**config.mk**
```make
export PLATFORM = sky130hd
export DESIGN_NAME = usmo_core
export DESIGN_NICKNAME = d
export VERILOG_FILES = /design/src/usmo_pkg.sv /design/src/usmo_core.sv
export SDC_FILE = /design/constraint.sdc
export NUM_CORES = 1
export LEC_CHECK = 0
export BUFFER_PORTS_ARGS = -buffer_cell sky130_fd_sc_hd__buf_2
export CAP_MARGIN = 20
export CORE_MARGIN = 10
export CORE_UTILIZATION = 45
export DETAILED_ROUTE_END_ITERATION = 10
export PLACE_DENSITY = 0.7
export SYNTH_ARGS = -nofsm -noshare
export SYNTH_HDL_FRONTEND = slang
export SYNTH_SLANG_ARGS = --single-unit
```
**constraint.sdc**
```tcl
create_clock -name sys_clk -period 2.1 [get_ports sys_clk]
set_clock_uncertainty 0.15 [all_clocks]
set_input_delay 0.21 -clock sys_clk [delete_from_list [all_inputs] [get_ports sys_clk]]
set_output_delay 0.21 -clock sys_clk [all_outputs]
set_load 0.03 [all_outputs]
```
**src/usmo_pkg.sv**
```systemverilog
// Summary of operation
// - spi clock idles at polarity bit level
// - nine-bit bit forces 9-bit characters
// - drive clock pin unless external clock
// - sample at 16x, or 8x when set
// - nack inhibit suppresses nack generation
// - inhibit makes spi master wait receive-empty
// - without limit, nack every parity error
// - with limit, count errors, stop, flag
// - inversion flips transmitted and received data
// - variable sync takes sync per written character
// - repeat maximum bounds t0 repetitions
// - filter takes two-of-three majority vote
// - biphase enable turns codec on or off
// - start bit edge follows msync bit 30
// - delimiter is sync pattern or one bit
// - enable-set write ones enable sources
// - enable-clear write ones disable sources
// - view register reads enabled sources
// - shared bit layout across three registers
// - bits 10 and 13 shared by mode
// - underrun only in spi slave, sticky
package usmo_pkg;
	localparam logic [31:0] ADDR_MODE = 32'h40098004;
	localparam logic [31:0] ADDR_IEN_SET = 32'h40098008;
	localparam logic [31:0] ADDR_IEN_CLR = 32'h4009800c;
	localparam logic [31:0] ADDR_IEN_VIEW = 32'h40098010;
	localparam logic [31:0] ADDR_STATUS = 32'h40098014;
	localparam logic [31:0] ADDR_CMD = 32'h40098000;
	localparam logic [31:0] ADDR_RXHOLD = 32'h40098018;
	localparam logic [31:0] ADDR_TXHOLD = 32'h4009801c;
	// implemented source bits: 0..15, 19, 24..29
	localparam logic [31:0] IRQ_VALID = 32'h3f08ffff;
	localparam logic [31:0] MODE_RESET = 32'h00000000;
	localparam logic [31:0] IEN_RESET = 32'h00000000;
	// only the transmit-ready flag is up after reset
	localparam logic [31:0] STATUS_RESET = 32'h00000002;
	// flags cleared by the status-reset command; bit 13 is handled per mode
	localparam logic [31:0] RSTSTA_MASK = 32'h3f00c4e4;
	localparam logic [3:0] MODE_T0 = 4'h4;
	localparam logic [3:0] MODE_SPI_MASTER = 4'he;
	localparam logic [3:0] MODE_SPI_SLAVE = 4'hf;
	localparam logic [3:0] MODE_LIN_MASTER = 4'ha;
	localparam logic [3:0] MODE_LIN_SLAVE = 4'hb;
	localparam logic [1:0] CLKSRC_EXT = 2'h3;
	localparam int B_CPOL = 16;
	localparam int B_NINE = 17;
	localparam int B_SERIAL_CLOCK_DRIVE = 18;
	localparam int B_OVER = 19;
	localparam int B_NACK_INHIBIT = 20;
	localparam int B_SUCCESSIVE_NACK_LIMIT = 21;
	localparam int B_VSYNC = 22;
	localparam int B_INV = 23;
	localparam int B_FILTER = 28;
	localparam int B_MAN = 29;
	localparam int B_MSYNC = 30;
	localparam int B_SINGLE_BIT_DELIMITER = 31;
	localparam int S_RECEIVE_READY_FLAG = 0;
	localparam int S_TRANSMIT_READY_FLAG = 1;
	localparam int S_PARE = 7;
	localparam int S_REPEAT_REACHED_SOURCE = 10;
	localparam int S_NACK = 13;
	localparam int C_RSTSTA = 8;
	localparam int C_RSTIT = 10;
	localparam int C_RSTNACK = 14;
	localparam logic [3:0] OVS_16 = 4'hf;
	localparam logic [3:0] OVS_8 = 4'h7;
endpackage

```
**src/usmo_core.sv**
```systemverilog
module usmo_core
	import usmo_pkg::*;
(
	input wire logic sys_clk,
	input wire logic sys_rst,
	input wire logic [31:0] regAddr,
	input wire logic [31:0] regWdata,
	input wire logic regWr,
	input wire logic regRd,
	output logic [31:0] regRdata,
	// raw status events from the serial engines
	input wire logic [31:0] eventIn,
	input wire logic parityErrEvent,
	input wire logic underrunEvent,
	input wire logic spiBusy,
	input wire logic spiClkPhase,
	input wire logic [8:0] rxLineChar,
	input wire logic rxLineValid,
	input wire logic rxLineSync,
	input wire logic rxLineRaw,
	input wire logic txShiftTake,
	output logic spiSerialClock,
	output logic serialClockOut,
	output logic serialClockOe,
	output logic [3:0] charBits,
	output logic [3:0] sampleLast,
	output logic nackSend,
	output logic txStart,
	output logic [8:0] txChar,
	output logic txCharValid,
	output logic txSyncCmd,
	output logic rxFiltered,
	output logic biphaseEncEnable,
	output logic biphaseDecEnable,
	output logic startEdgeFalling,
	output logic singleBitDelimiter,
	output logic irq
);
	////////////////////////////////////////////////////////////
	logic [31:0] modeReg;
	logic [31:0] ienMask;
	logic [31:0] status;
	logic [8:0] rxHold;
	logic rxHoldSync;
	logic [8:0] txHold;
	logic txHoldSync;
	logic [7:0] repeatCount;
	logic [2:0] rxSamples;
	logic [3:0] ovsCount;
	logic wrMode, wrSet, wrClr, wrCmd, wrTx, rdRx, rdStatus;
	logic [3:0] opMode;
	logic [2:0] repeatMax;
	logic [31:0] next_status;
	logic linMode;

	assign opMode = modeReg[3:0];
	assign repeatMax = modeReg[26:24];
	assign linMode = opMode == MODE_LIN_MASTER || opMode == MODE_LIN_SLAVE;
	assign wrMode = regWr && regAddr == ADDR_MODE;
	assign wrSet = regWr && regAddr == ADDR_IEN_SET;
	assign wrClr = regWr && regAddr == ADDR_IEN_CLR;
	assign wrCmd = regWr && regAddr == ADDR_CMD;
	assign wrTx = regWr && regAddr == ADDR_TXHOLD;
	assign rdRx = regRd && regAddr == ADDR_RXHOLD;
	assign rdStatus = regRd && regAddr == ADDR_STATUS;

	////////////////////////////////////////////////////////////
	always_ff @(posedge sys_clk) begin
		if (sys_rst)
			modeReg <= MODE_RESET;
		else if (wrMode)
			modeReg <= regWdata;
	end

	// set wins when one write carries both (cannot happen: separate registers)
	always_ff @(posedge sys_clk) begin
		if (sys_rst)
			ienMask <= IEN_RESET;
		else if (wrSet)
			ienMask <= (ienMask | regWdata) & IRQ_VALID;
		else if (wrClr)
			ienMask <= ienMask & ~regWdata;
	end

	////////////////////////////////////////////////////////////
	// nack inhibit
	logic nackAllowed;
	logic limitReached;
	assign nackAllowed = !modeReg[B_NACK_INHIBIT];
	assign limitReached = repeatCount >= {5'h00, repeatMax};

	always_ff @(posedge sys_clk) begin
		if (sys_rst)
			nackSend <= 1'b0;
		else if (!modeReg[B_SUCCESSIVE_NACK_LIMIT])
			nackSend <= parityErrEvent && nackAllowed;
		else
			nackSend <= parityErrEvent && nackAllowed && !limitReached;
	end

	// consecutive errors; a clean character restarts the count
	always_ff @(posedge sys_clk) begin
		if (sys_rst)
			repeatCount <= 8'h00;
		else if (wrCmd && regWdata[C_RSTIT])
			repeatCount <= 8'h00;
		else if (parityErrEvent && !limitReached)
			repeatCount <= repeatCount + 8'h01;
		else if (rxLineValid && !parityErrEvent)
			repeatCount <= 8'h00;
	end

	////////////////////////////////////////////////////////////
	// sticky flags: hardware set wins over software clear
	always_comb begin
		next_status = status;
		if (wrCmd && regWdata[C_RSTSTA])
			next_status = next_status & ~RSTSTA_MASK;
		// bit 13 is break flag in lin modes, nack otherwise
		if (wrCmd && regWdata[C_RSTSTA] && linMode)
			next_status[S_NACK] = 1'b0;
		if (wrCmd && regWdata[C_RSTNACK] && !linMode)
			next_status[S_NACK] = 1'b0;
		if (wrCmd && regWdata[C_RSTIT] && opMode == MODE_T0)
			next_status[S_REPEAT_REACHED_SOURCE] = 1'b0;
		if (rdRx)
			next_status[S_RECEIVE_READY_FLAG] = 1'b0;
		if (rdStatus)
			next_status[19] = 1'b0;
		next_status = next_status | (eventIn & IRQ_VALID & ~32'h00000403);
		next_status[S_PARE] = next_status[S_PARE] | parityErrEvent;
		if (opMode == MODE_SPI_SLAVE)
			next_status[S_REPEAT_REACHED_SOURCE] = next_status[S_REPEAT_REACHED_SOURCE] | underrunEvent;
		else if (modeReg[B_SUCCESSIVE_NACK_LIMIT])
			next_status[S_REPEAT_REACHED_SOURCE] = next_status[S_REPEAT_REACHED_SOURCE] | (parityErrEvent && limitReached);
		if (rxLineValid)
			next_status[S_RECEIVE_READY_FLAG] = 1'b1;
		next_status[S_TRANSMIT_READY_FLAG] = !txCharValid;
	end

	always_ff @(posedge sys_clk) begin
		if (sys_rst)
			status <= STATUS_RESET;
		else
			status <= next_status;
	end

	always_ff @(posedge sys_clk) begin
		if (sys_rst)
			irq <= 1'b0;
		else
			irq <= |(next_status & ienMask);
	end

	////////////////////////////////////////////////////////////
	// receive inversion
	always_ff @(posedge sys_clk) begin
		if (sys_rst) begin
			rxHold <= 9'h000;
			rxHoldSync <= 1'b0;
		end else if (rxLineValid) begin
			rxHold <= modeReg[B_INV] ? ~rxLineChar : rxLineChar;
			rxHoldSync <= rxLineSync;
		end
	end

	always_ff @(posedge sys_clk) begin
		if (sys_rst) begin
			txHold <= 9'h000;
			txHoldSync <= 1'b0;
			txCharValid <= 1'b0;
		end else if (wrTx) begin
			txHold <= regWdata[8:0];
			txHoldSync <= modeReg[B_VSYNC] ? regWdata[15] : modeReg[B_MSYNC];
			txCharValid <= 1'b1;
		end else if (txShiftTake)
			txCharValid <= 1'b0;
	end

	assign txChar = modeReg[B_INV] ? ~txHold : txHold;
	assign txSyncCmd = txHoldSync;

	assign txStart = txCharValid && opMode == MODE_SPI_MASTER &&
		(!modeReg[B_NACK_INHIBIT] || !status[S_RECEIVE_READY_FLAG]);

	////////////////////////////////////////////////////////////
	// nine-bit override
	assign charBits = modeReg[B_NINE] ? 4'h9 : 4'h5 + {2'b00, modeReg[7:6]};
	assign sampleLast = modeReg[B_OVER] ? OVS_8 : OVS_16;

	always_ff @(posedge sys_clk) begin
		if (sys_rst)
			ovsCount <= 4'h0;
		else if (ovsCount >= sampleLast)
			ovsCount <= 4'h0;
		else
			ovsCount <= ovsCount + 4'h1;
	end

	always_ff @(posedge sys_clk) begin
		if (sys_rst)
			rxSamples <= 3'b111;
		else if (ovsCount == 4'h0)
			rxSamples <= {rxSamples[1:0], rxLineRaw};
	end

	assign rxFiltered = modeReg[B_FILTER] ?
		(rxSamples[0] & rxSamples[1]) | (rxSamples[1] & rxSamples[2]) | (rxSamples[0] & rxSamples[2]) :
		rxLineRaw;

	////////////////////////////////////////////////////////////
	// idle polarity
	assign spiSerialClock = (opMode == MODE_SPI_MASTER || opMode == MODE_SPI_SLAVE) && spiBusy ?
		modeReg[B_CPOL] ^ spiClkPhase : modeReg[B_CPOL];
	assign serialClockOut = spiSerialClock;
	assign serialClockOe = modeReg[B_SERIAL_CLOCK_DRIVE] && modeReg[5:4] != CLKSRC_EXT;
	assign biphaseEncEnable = modeReg[B_MAN];
	assign biphaseDecEnable = modeReg[B_MAN];
	assign startEdgeFalling = modeReg[B_MSYNC];
	assign singleBitDelimiter = modeReg[B_SINGLE_BIT_DELIMITER];

	////////////////////////////////////////////////////////////
	// view enabled set
	always_ff @(posedge sys_clk) begin
		if (sys_rst)
			regRdata <= 32'h00000000;
		else if (!regRd)
			regRdata <= 32'h00000000;
		else if (regAddr == ADDR_IEN_VIEW)
			regRdata <= ienMask;
		else if (regAddr == ADDR_MODE)
			regRdata <= modeReg;
		else if (regAddr == ADDR_STATUS)
			regRdata <= status;
		else if (regAddr == ADDR_RXHOLD)
			regRdata <= {16'h0000, rxHoldSync, 6'h00, rxHold};
		else
			regRdata <= 32'h00000000;
	end
endmodule

```
==> impl_metrics.csv, run 1 <==
group,metric,value,unit
outcome,outcome,"complete, no violations",
timing,totalNegativeSetupSlack,0,ns
route,detailedRoute.firstIterationViolations,819,
grt,grt_use_met2,37.34,%
grt,first_global_vias,6843,
job,max-cap-violations,0,
grt,grt_max_degree,95,
yosys,synth_top_area_share,47.92,%
setup_path,worstPathRequired,1.74,ns
yosys,synth_area_per_cell,8.518,sq um
final_layout,num_antenna_cells,0,
setup_path,critical_path_startpoint_category,"register",
route,postRouteAntennaNets,0,
clock_tree,cts_htree_levels,4,
setup_path,timing.critical_path.fanout_max,4,
die,design.portCount,179,
yosys,ys.warnings.count,0,
grt,grt.overflow.total,0,
route,routed_wire_length_per_instance,18.42,um
die,initial_core_util,45.47,%
grt,gr-usage-met1,27.77,%
power_and_ir_drop,ir_worst_vdd,0.6738,mV
yosys,synth-edff-count,0,
final_layout,nNetsFinal,1166,
yosys,synth-async-reset-ratio,0,%
grt,antenna_found_initial,0,
yosys,synth_cell_type_count,58,
yosys,netlist_instances,770,
die,fp.dieW,140.7,um
yosys,ys.flop_type,"dfxtp_1",
clock_tree,ctsLongestPathBuffers,2,
die,floorplan.core_area,0.01442,sq mm
power_and_ir_drop,power_density,713.5,mW/mm^2
setup_path,timing.critical_path.to_type,"primary output",
route,mean_number_of_vias_per_cell,5.417,
yosys,netlist.top_cell.by_area,"dfxtp_1",
grt,globalRouteMet3Util,6.349,%
placement,placement.io_buffers,163,
clock_tree,clk_pin_slew_worst_paths,0.06,ns
clock_tree,clkLatencyLatePin,0.42,ns
timing,setup_violations,0,
die,die_height,140.7,um
final_layout,drive_gt1_share,27.70,%
route,num_vias,6706,
clock_tree,clock-sinks,157,
timing,whs,0.008247,ns
clock_tree,cts_made_buffers,17,
final_layout,final_util,65.11,%
clock_tree,ctsRootBufferMaster,"clkbuf_16",
grt,grt.total_usage,22.49,%
timing,timing_hold_violations_final,0,
final_layout,stdcell_count,1238,
yosys,ys_ff_latch,157,
timing,maxSlewViolCount,0,
placement,placed_cells,1141,
hold_path,worst_hold_path_type,"in2reg",
yosys,synth_seq_area_share,47.92,%
setup_path,critical_path_class,"reg2out",
final_layout,layout-area-overhead-vs-synth,43.19,%
grt,gr-max-usage-layer,"met2",
clock_tree,postCtsSetupBuffers,0,
timing,timing.final.crit_share,96.30,%
setup_path,worst_ep_arrival_time,1.66,ns
route,wirelength,22810,um
clock_tree,tritoncts_clock_tree,"done",
grt,grt_first_pass_wirelength,36230,um
die,area_of_the_die,0.01980,sq mm
route,detailed_router_iteration_count_before_antenna_repair,8,
power_and_ir_drop,power.static_leakage,3.886,nW
yosys,synth.cell_area,0.006559,sq mm
timing,grt_setup_unrepaired,"true",
placement,globalplace.congestion,0.8813,
die,row_count,44,
placement,post-dp-hpwl,16160,um
timing,achievable-frequency,494.5,MHz
yosys,synth_top_cells_by_area,"dfxtp_1, nand2_1, a21oi_1",
timing,period_needed,2.022,ns
route,remaining_drcs,0,
power breakdown:
group          internal [mW]  switching [mW]  leakage (nW)
registers               3.03          0.0417          1.28
clock network           1.90            1.23         0.288
logic                  0.250           0.245          2.32
total                   5.19            1.51          3.89
logic make-up after synthesis:
group / after synthesis / share of synthesized area, %
AO/OA/AOI/OAI: 175 / 17.32
XOR/XNOR: 21 / 2.804
adder cells (fa/ha/maj): 9 / 1.679
buffers and inverters: 69 / 4.636
flip-flops: 157 / 47.92
multiplexers: 15 / 2.346
other: 1 / 0.05718
AND/OR/NAND/NOR: 323 / 23.24
sequential cells by signal (all words and copies together) (netlist names):
register / flops
ienMask: 32
nackSend: 1
irq: 1
ovsCount: 4
txCharValid: 1
txSyncCmd: 1
rxHoldSync: 1
regRdata: 32
rxSamples: 3
status: 23
rxHold: 9
txHold: 9
repeatCount: 8
modeReg: 32
critical path, stage by stage (launching register included):
cell	delay, ns
dfxtp_1	0.34
buf_4	0.14
and3_4	0.23
nand3_1	0.12
xnor2_2	0.21
buf_4	0.20
worst paths after layout:
kind	end	slack [ns]	startpoint	depth (start not counted)
worst max register to register	nackSend	0.12	repeatCount[0]	9
worst max-delay path	spiSerialClock	0.08	modeReg[3]	5
worst min register to register	ienMask[16]	0.28	ienMask[16]	2
worst min-delay path	rxHold[2]	0.008	rxLineChar[2]	3
stage by stage:
step,area (sq um),power [mW],setup WS (ns)
finish,9392,6.701,0.07776
global route,9392,6.923,-0.03932
floorplan,6566,3.299,0.01372
CTS,9336,6.720,0.04200
global placement,8075,3.514,-0.1361
detailed placement,8075,3.524,-0.1304
cells in the final DEF, fill, tap and decap left out, types with 5 or more instances in the layout:
master / count
ha_1: 8
xor2_1: 10
clkbuf_16: 17
nand3_1: 9
dlygate4sd3_1: 65
inv_1: 21
nor2b_1: 9
a222oi_1: 24
o21ai_0: 11
a31oi_1: 5
xnor2_1: 10
buf_2: 160
nor4_4: 5
nor3_1: 6
nor2_1: 80
a21oi_1: 92
a211oi_1: 10
nand2_1: 167
nand4_1: 7
a22oi_1: 14
buf_12: 11
dfxtp_1: 155
mux2i_1: 11
buf_4: 61
routing by layer:
| layer | wire (um) | vias to the layer above |
|---|---|---|
| met5 | 0 | - |
| met4 | 441 | 0 |
| met3 | 2075 | 35 |
| met2 | 10730 | 321 |
| met1 | 9558 | 3129 |
| li1 | - | 3221 |
Yosys cell counts, drive strengths merged (4+ instances only):
library cell / n
nand3: 10
a22oi: 14
xor2: 10
a211oi: 11
nand4: 8
nor4b: 6
clkbuf: 18
nor3: 9
and2: 4
a222oi: 24
a21oi: 92
mux2i: 12
nor2b: 9
nor4: 12
buf: 30
ha: 8
nor2: 81
nand2: 167
dfxtp: 157
o21ai: 11
xnor2: 11
a31oi: 5
inv: 21
nand2b: 4
what timing repair did:
| item | 4_1_cts | 5_1_grt |
|---|---|---|
| endpoints found under the setup margin | 3 | 6 |
| pin swaps | 0 | 5 |
| hold buffers | 66 | 0 |
| endpoints found under the hold margin | 102 | 0 |
| resized for setup | 3 | 16 |
final cells by class:
type	count	area (sq um)
clock inverter	10	138.9
multi-input combinational	546	3203
sequential	157	3146
fill	1188	5032
tap	184	230.2
clock buffer	22	454.2
inverter	21	78.83
timing repair buffer	298	2141
Note: power is estimated with default switching activity, not from simulation.
==> inputs of run 2 (changes only) <==
- CORE_MARGIN: 10 -> default
- CTS_BUF_LIST: default -> sky130_fd_sc_hd__clkbuf_16
==> run 2 against run 1 <==
Compared with the run above:
- critical path depth fell by 1
- sequential share of layout area increased by 0.72 points
- via count fell by 1.5%
- worst hold slack improved by 0.0076 ns
- die area is 24% lower
- combinational power fell by 3%
- final area shrank 2.2%
- clock power is essentially flat
- final cell count decreased by 2.2%
- worst setup slack barely moved
- wire length shrank 9.3%
- non-clock buffer count decreased by 20
- critical path type unchanged
- largest power group unchanged
==> impl_metrics.csv, run 2 (same netlist as run 1, synthesis figures left out) <==
group,metric,value,unit
timing,totalNegativeSetupSlack,0,ns
clock_tree,clk_pin_slew_worst_paths,0.06,ns
final_layout,final_util,65.42,%
setup_path,critical_path_class,"reg2out",
final_layout,num_antenna_cells,0,
power_and_ir_drop,power.static_leakage,3.779,nW
timing,tightest_slew,0.4699,ns
power_and_ir_drop,swShare,21.59,%
timing,grt_setup_unrepaired,"true",
setup_path,timing.critical_path.to_type,"primary output",
timing,timing.final.ws_setup,0.07776,ns
route,mean_number_of_vias_per_cell,5.454,
route,postRouteAntennaNets,0,
route,detailed_router_iteration_count_before_antenna_repair,7,
grt,grt.total_usage,28.33,%
grt,grt_first_pass_wirelength,31980,um
power_and_ir_drop,power.switching,1.437,mW
route,detailedRoute.firstIterationViolations,707,
power_and_ir_drop,power_density,724.4,mW/mm^2
clock_tree,clkLatencyLatePin,0.43,ns
placement,globalplace.congestion,0.8361,
final_layout,reg.largest.list,"ienMask: 32 flops, modeReg: 32 flops, regRdata: 32 flops",
grt,grt_max_degree,70,
clock_tree,cts_made_buffers,17,
timing,timing.final.crit_share,96.30,%
die,fp.dieW,122.7,um
setup_path,reg2reg_slack,0.12,ns
final_layout,layout_commonest_cell,"nand2_1",
setup_path,worst_ep_arrival_time,1.66,ns
grt,first_global_vias,6361,
power_and_ir_drop,totalPowerFinal,6.655,mW
timing,achievable-frequency,494.5,MHz
power_and_ir_drop,clk_pwr_share,46.6,%
die,initial_core_util,46.71,%
job,max-cap-violations,0,
final_layout,multiInputGateArea,0.003173,sq mm
grt,grt.overflow.total,0,
timing,period_needed,2.022,ns
placement,placed_cells,1117,
timing,setup_violations,0,
die,design.portCount,179,
placement,post-dp-hpwl,14240,um
route,wirelength,20690,um
power_and_ir_drop,power_frac_seq,46.2,%
route,routed_wire_length_per_instance,17.08,um
final_layout,layout.cells.most_common_list,"nand2_1, buf_2, dfxtp_1, a21oi_1, nor2_1",
setup_path,critical_path_startpoint_category,"register",
final_layout,final-seq-area,0.003143,sq mm
power_and_ir_drop,power.combinational.fraction,7.2,%
die,area_of_the_die,0.01506,sq mm
clock_tree,clock-sinks,157,
placement,preCtsSetupSlack,-0.1430,ns
route,remaining_drcs,0,
timing,max_slew_margin,67.86,%
die,die_height,122.7,um
final_layout,stdcell_count,1211,
power_and_ir_drop,ir_worst_vdd,0.5689,mV
placement,placement.io_buffers,163,
die,floorplan.core_area,0.01404,sq mm
clock_tree,cts_htree_levels,4,
final_layout,fillerInstances,1176,
setup_path,worstPathRequired,1.74,ns
die,row_count,43,
clock_tree,ctsRootBufferMaster,"clkbuf_16",
timing,timing_hold_violations_final,0,
final_layout,layout-area-overhead-vs-synth,40.06,%
grt,antenna_found_initial,0,
clock_tree,postCtsSetupBuffers,0,
setup_path,timing.critical_path.fanout_max,5,
hold_path,worst_hold_path_type,"in2reg",
clock_tree,tritoncts_clock_tree,"done",
route,num_vias,6605,
outcome,outcome,"complete, no violations",
final_layout,nNetsFinal,1146,
final_layout,drive_gt1_share,25.41,%
power_and_ir_drop,cell_internal_pwr,5.218,mW
timing,maxSlewViolCount,0,
clock_tree,ctsLongestPathBuffers,2,
[run 2: cell types whose count changed in the layout (fill, tap and decap cells not counted), sizes merged]
cell    change
bufinv      +1
clkinv      -2
inv         +3
buf        -20
clkbuf      -5
[run 2: power groups by stage]
stage          clock network (mW)  registers (mW)  logic, mW
2_1_floorplan                   0            3.13      0.169
3_3_place_gp                    0            3.14      0.372
3_5_place_dp                    0            3.14      0.377
4_1_cts                      3.13            3.07      0.475
5_1_grt                      3.27            3.08      0.520
6_report                     3.10            3.07      0.481
[run 2: what timing repair did]
action | in CTS | in global routing
resized for setup | 1 | 5
endpoints found under the setup margin | 2 | 4
pin swaps | 0 | 2
endpoints found under the hold margin | 102 | 0
hold buffers | 65 | 0
[run 2: final cells by class]
class | instances | share of cell area, %
Multi-Input combinational cell | 546 | 34.54
Sequential cell | 157 | 34.21
Timing Repair Buffer | 278 | 21.57
Clock buffer | 17 | 4.631
Tap cell | 180 | 2.452
Clock inverter | 12 | 1.730
Inverter | 21 | 0.8581
[run 2: worst paths after layout]
check	start	end	cells past startpoint
worst max register to register	modeReg[25]	irq	8
worst max-delay path	modeReg[3]	serialClockOut	4
worst min register to register	ienMask[21]	ienMask[21]	2
worst min-delay path	eventIn[28]	status[28]	3
[run 2: through the flow]
| stage | instance area (sq um) | hold slack [ns] |
|---|---|---|
| after floorplan | 6566 | 0.1470 |
| after global placement | 7920 | 0.2487 |
| after detailed placement | 7920 | 0.2509 |
| after CTS | 9156 | 0.0005714 |
| after global routing | 9186 | 0.008761 |
| final | 9186 | 0.01588 |
[run 2: metal layers]
layer  part of all wire (%)  track usage, %  vias up
met5                      0               0        -
met3                    7.5           5.901       38
met4                    2.5           12.27        0
met2                     47           47.30      281
met1                     43           35.13     3108
li1                       -               -     3178
[run 2: critical path: stages, from the launching register on]
cell and delay, ns:
dfxtp_1 0.40, and3_2 0.31, nand3_1 0.12, xnor2_1 0.19
buf_2 0.23
==> inputs of run 3 (changes only) <==
- CORE_MARGIN: default -> 3
==> run 3 against run 2 <==
Compared with the run above:
- maximum frequency shrank 0.13%
- critical endpoint is now irq
- critical path depth rose by 4
- sequential power about the same
- via count rose by 1.5%
- register-to-register slack about the same
- clock power fell by 14%
- flip-flop and latch count stayed put
- wire length up 3.1%
- global-route usage shrank 2.2 points
- utilization fell by 0.14 points
- critical path type is now in2reg
- clock-buffer cell count is the same
==> impl_metrics.csv, run 3 (same netlist as run 1, synthesis figures left out) <==
group,metric,value,unit
die,initial_core_util,46.71,%
grt,first_global_vias,6322,
timing,timing.final.crit_share,96.43,%
setup_path,critical_path_class,"in2reg",
final_layout,final-seq-area,0.003143,sq mm
setup_path,timing.critical_path.to_type,"register",
final_layout,fillerInstances,1179,
clock_tree,ctsRootBufferMaster,"clkbuf_16",
final_layout,nNetsFinal,1155,
clock_tree,clock-sinks,157,
die,floorplan.core_area,0.01404,sq mm
hold_path,timing.hold.worst.start,"eventIn[26]",
timing,period_needed,2.025,ns
final_layout,reg.largest.list,"ienMask: 32 flops, modeReg: 32 flops, regRdata: 32 flops",
route,wirelength,21330,um
die,design.portCount,179,
power_and_ir_drop,ir_worst_vdd,0.4805,mV
setup_path,critical_path_startpoint_category,"input port",
timing,maxSlewViolCount,0,
timing,whs,0.02756,ns
final_layout,layout_commonest_cell,"nand2_1",
outcome,outcome,"complete, no violations",
job,max-cap-violations,0,
power_and_ir_drop,totalPowerFinal,6.247,mW
clock_tree,clkLatencyLatePin,0.42,ns
final_layout,num_antenna_cells,0,
route,remaining_drcs,0,
final_layout,layout-area-overhead-vs-synth,39.76,%
clock_tree,tritoncts_clock_tree,"done",
die,fp.dieW,126.7,um
final_layout,drive_gt1_share,26.01,%
timing,timing_hold_violations_final,0,
timing,grt_setup_unrepaired,"true",
route,detailed_router_iteration_count_before_antenna_repair,8,
placement,post-dp-hpwl,14700,um
power_and_ir_drop,power.static_leakage,3.782,nW
hold_path,worst_hold_path_type,"in2reg",
grt,antenna_found_initial,0,
route,detailedRoute.firstIterationViolations,803,
route,routed_wire_length_per_instance,17.46,um
final_layout,multiInputGateArea,0.003168,sq mm
timing,achievable-frequency,493.8,MHz
die,row_count,43,
clock_tree,ctsLongestPathBuffers,2,
grt,grt_first_pass_wirelength,33400,um
die,die_height,126.7,um
power_and_ir_drop,power_density,681.5,mW/mm^2
clock_tree,cts_htree_levels,4,
setup_path,worstPathRequired,2.24,ns
route,num_vias,6707,
grt,grt.overflow.total,0,
route,mean_number_of_vias_per_cell,5.489,
clock_tree,clk_pin_slew_worst_paths,0.06,ns
placement,placement.io_buffers,163,
placement,globalplace.congestion,0.8527,
setup_path,worst_setup_path_startpoint,"eventIn[13]",
clock_tree,cts_made_buffers,17,
grt,grt.total_usage,26.09,%
grt,grt_max_degree,61,
timing,setup_violations,0,
setup_path,timing.critical_path.fanout_max,2,
setup_path,reg2reg_from,"modeReg[26]",
die,area_of_the_die,0.01606,sq mm
clock_tree,postCtsSetupBuffers,0,
route,postRouteAntennaNets,0,
final_layout,layout.cells.most_common_list,"nand2_1, buf_2, dfxtp_1, a21oi_1, nor2_1",
setup_path,worst_ep_arrival_time,2.17,ns
[run 3: worst paths after layout]
path	to	slack, ns	cells after the start
min reg2reg	ienMask[17]	0.28	2
max reg2reg	irq	0.11	8
max	irq	0.08	8
min	status[26]	0.03	3
[run 3: layer usage]
metal	vias up	global-route usage, %	share of wire, %
met1	3133	34.80	42
met3	30	5.263	9.1
met5	-	0	0
li1	3199	-	-
met4	0	7.950	1.9
met2	345	42.78	47
[run 3: worst max-delay path, stage by stage]
cell,delay [ns]
dlygate4sd3_1,0.54
buf_2,0.14
a22o_1,0.26
a221oi_1,0.22
nand3_1,0.14
or3_1,0.41
nor4_2,0.15
a31oi_1,0.10
[run 3: layout make-up]
type	count	share of cell area, %
inverters	21	0.8600
flip-flops and latches	157	34.29
clock buffers	17	4.641
repair buffers	287	22.28
clock inverters	14	0.9146
well taps	180	2.457
multi-input cells	546	34.56
[run 3: power breakdown]
part | switching [mW] | leakage (nW) | internal [mW]
Clock | 1.20 | 0.258 | 1.48
Sequential | 0.0402 | 1.28 | 3.03
Combinational | 0.241 | 2.25 | 0.246
[run 3: what timing repair did]
| item | 4_1_cts | 5_1_grt |
|---|---|---|
| hold buffers | 67 | 0 |
| endpoints found under the hold margin | 104 | 0 |
| endpoints found under the setup margin | 0 | 4 |
| resized for setup | 0 | 6 |
[run 3: per-stage QoR]
stage | utilization (%) | setup WS, ns | cell area, sq um | TNS (ns) | cells
after floorplan | - | 0.01372 | 6566 | 0 | 772
after global placement | 56.69 | -0.1513 | 7960 | -4.973 | 1124
after detailed placement | 56.69 | -0.1666 | 7960 | -5.454 | 1124
after CTS | 65.09 | 0.05000 | 9140 | 0 | 1222
after global routing | 65.28 | -0.001721 | 9166 | -0.001721 | 1222
final | 65.28 | 0.07507 | 9166 | 0 | 1222
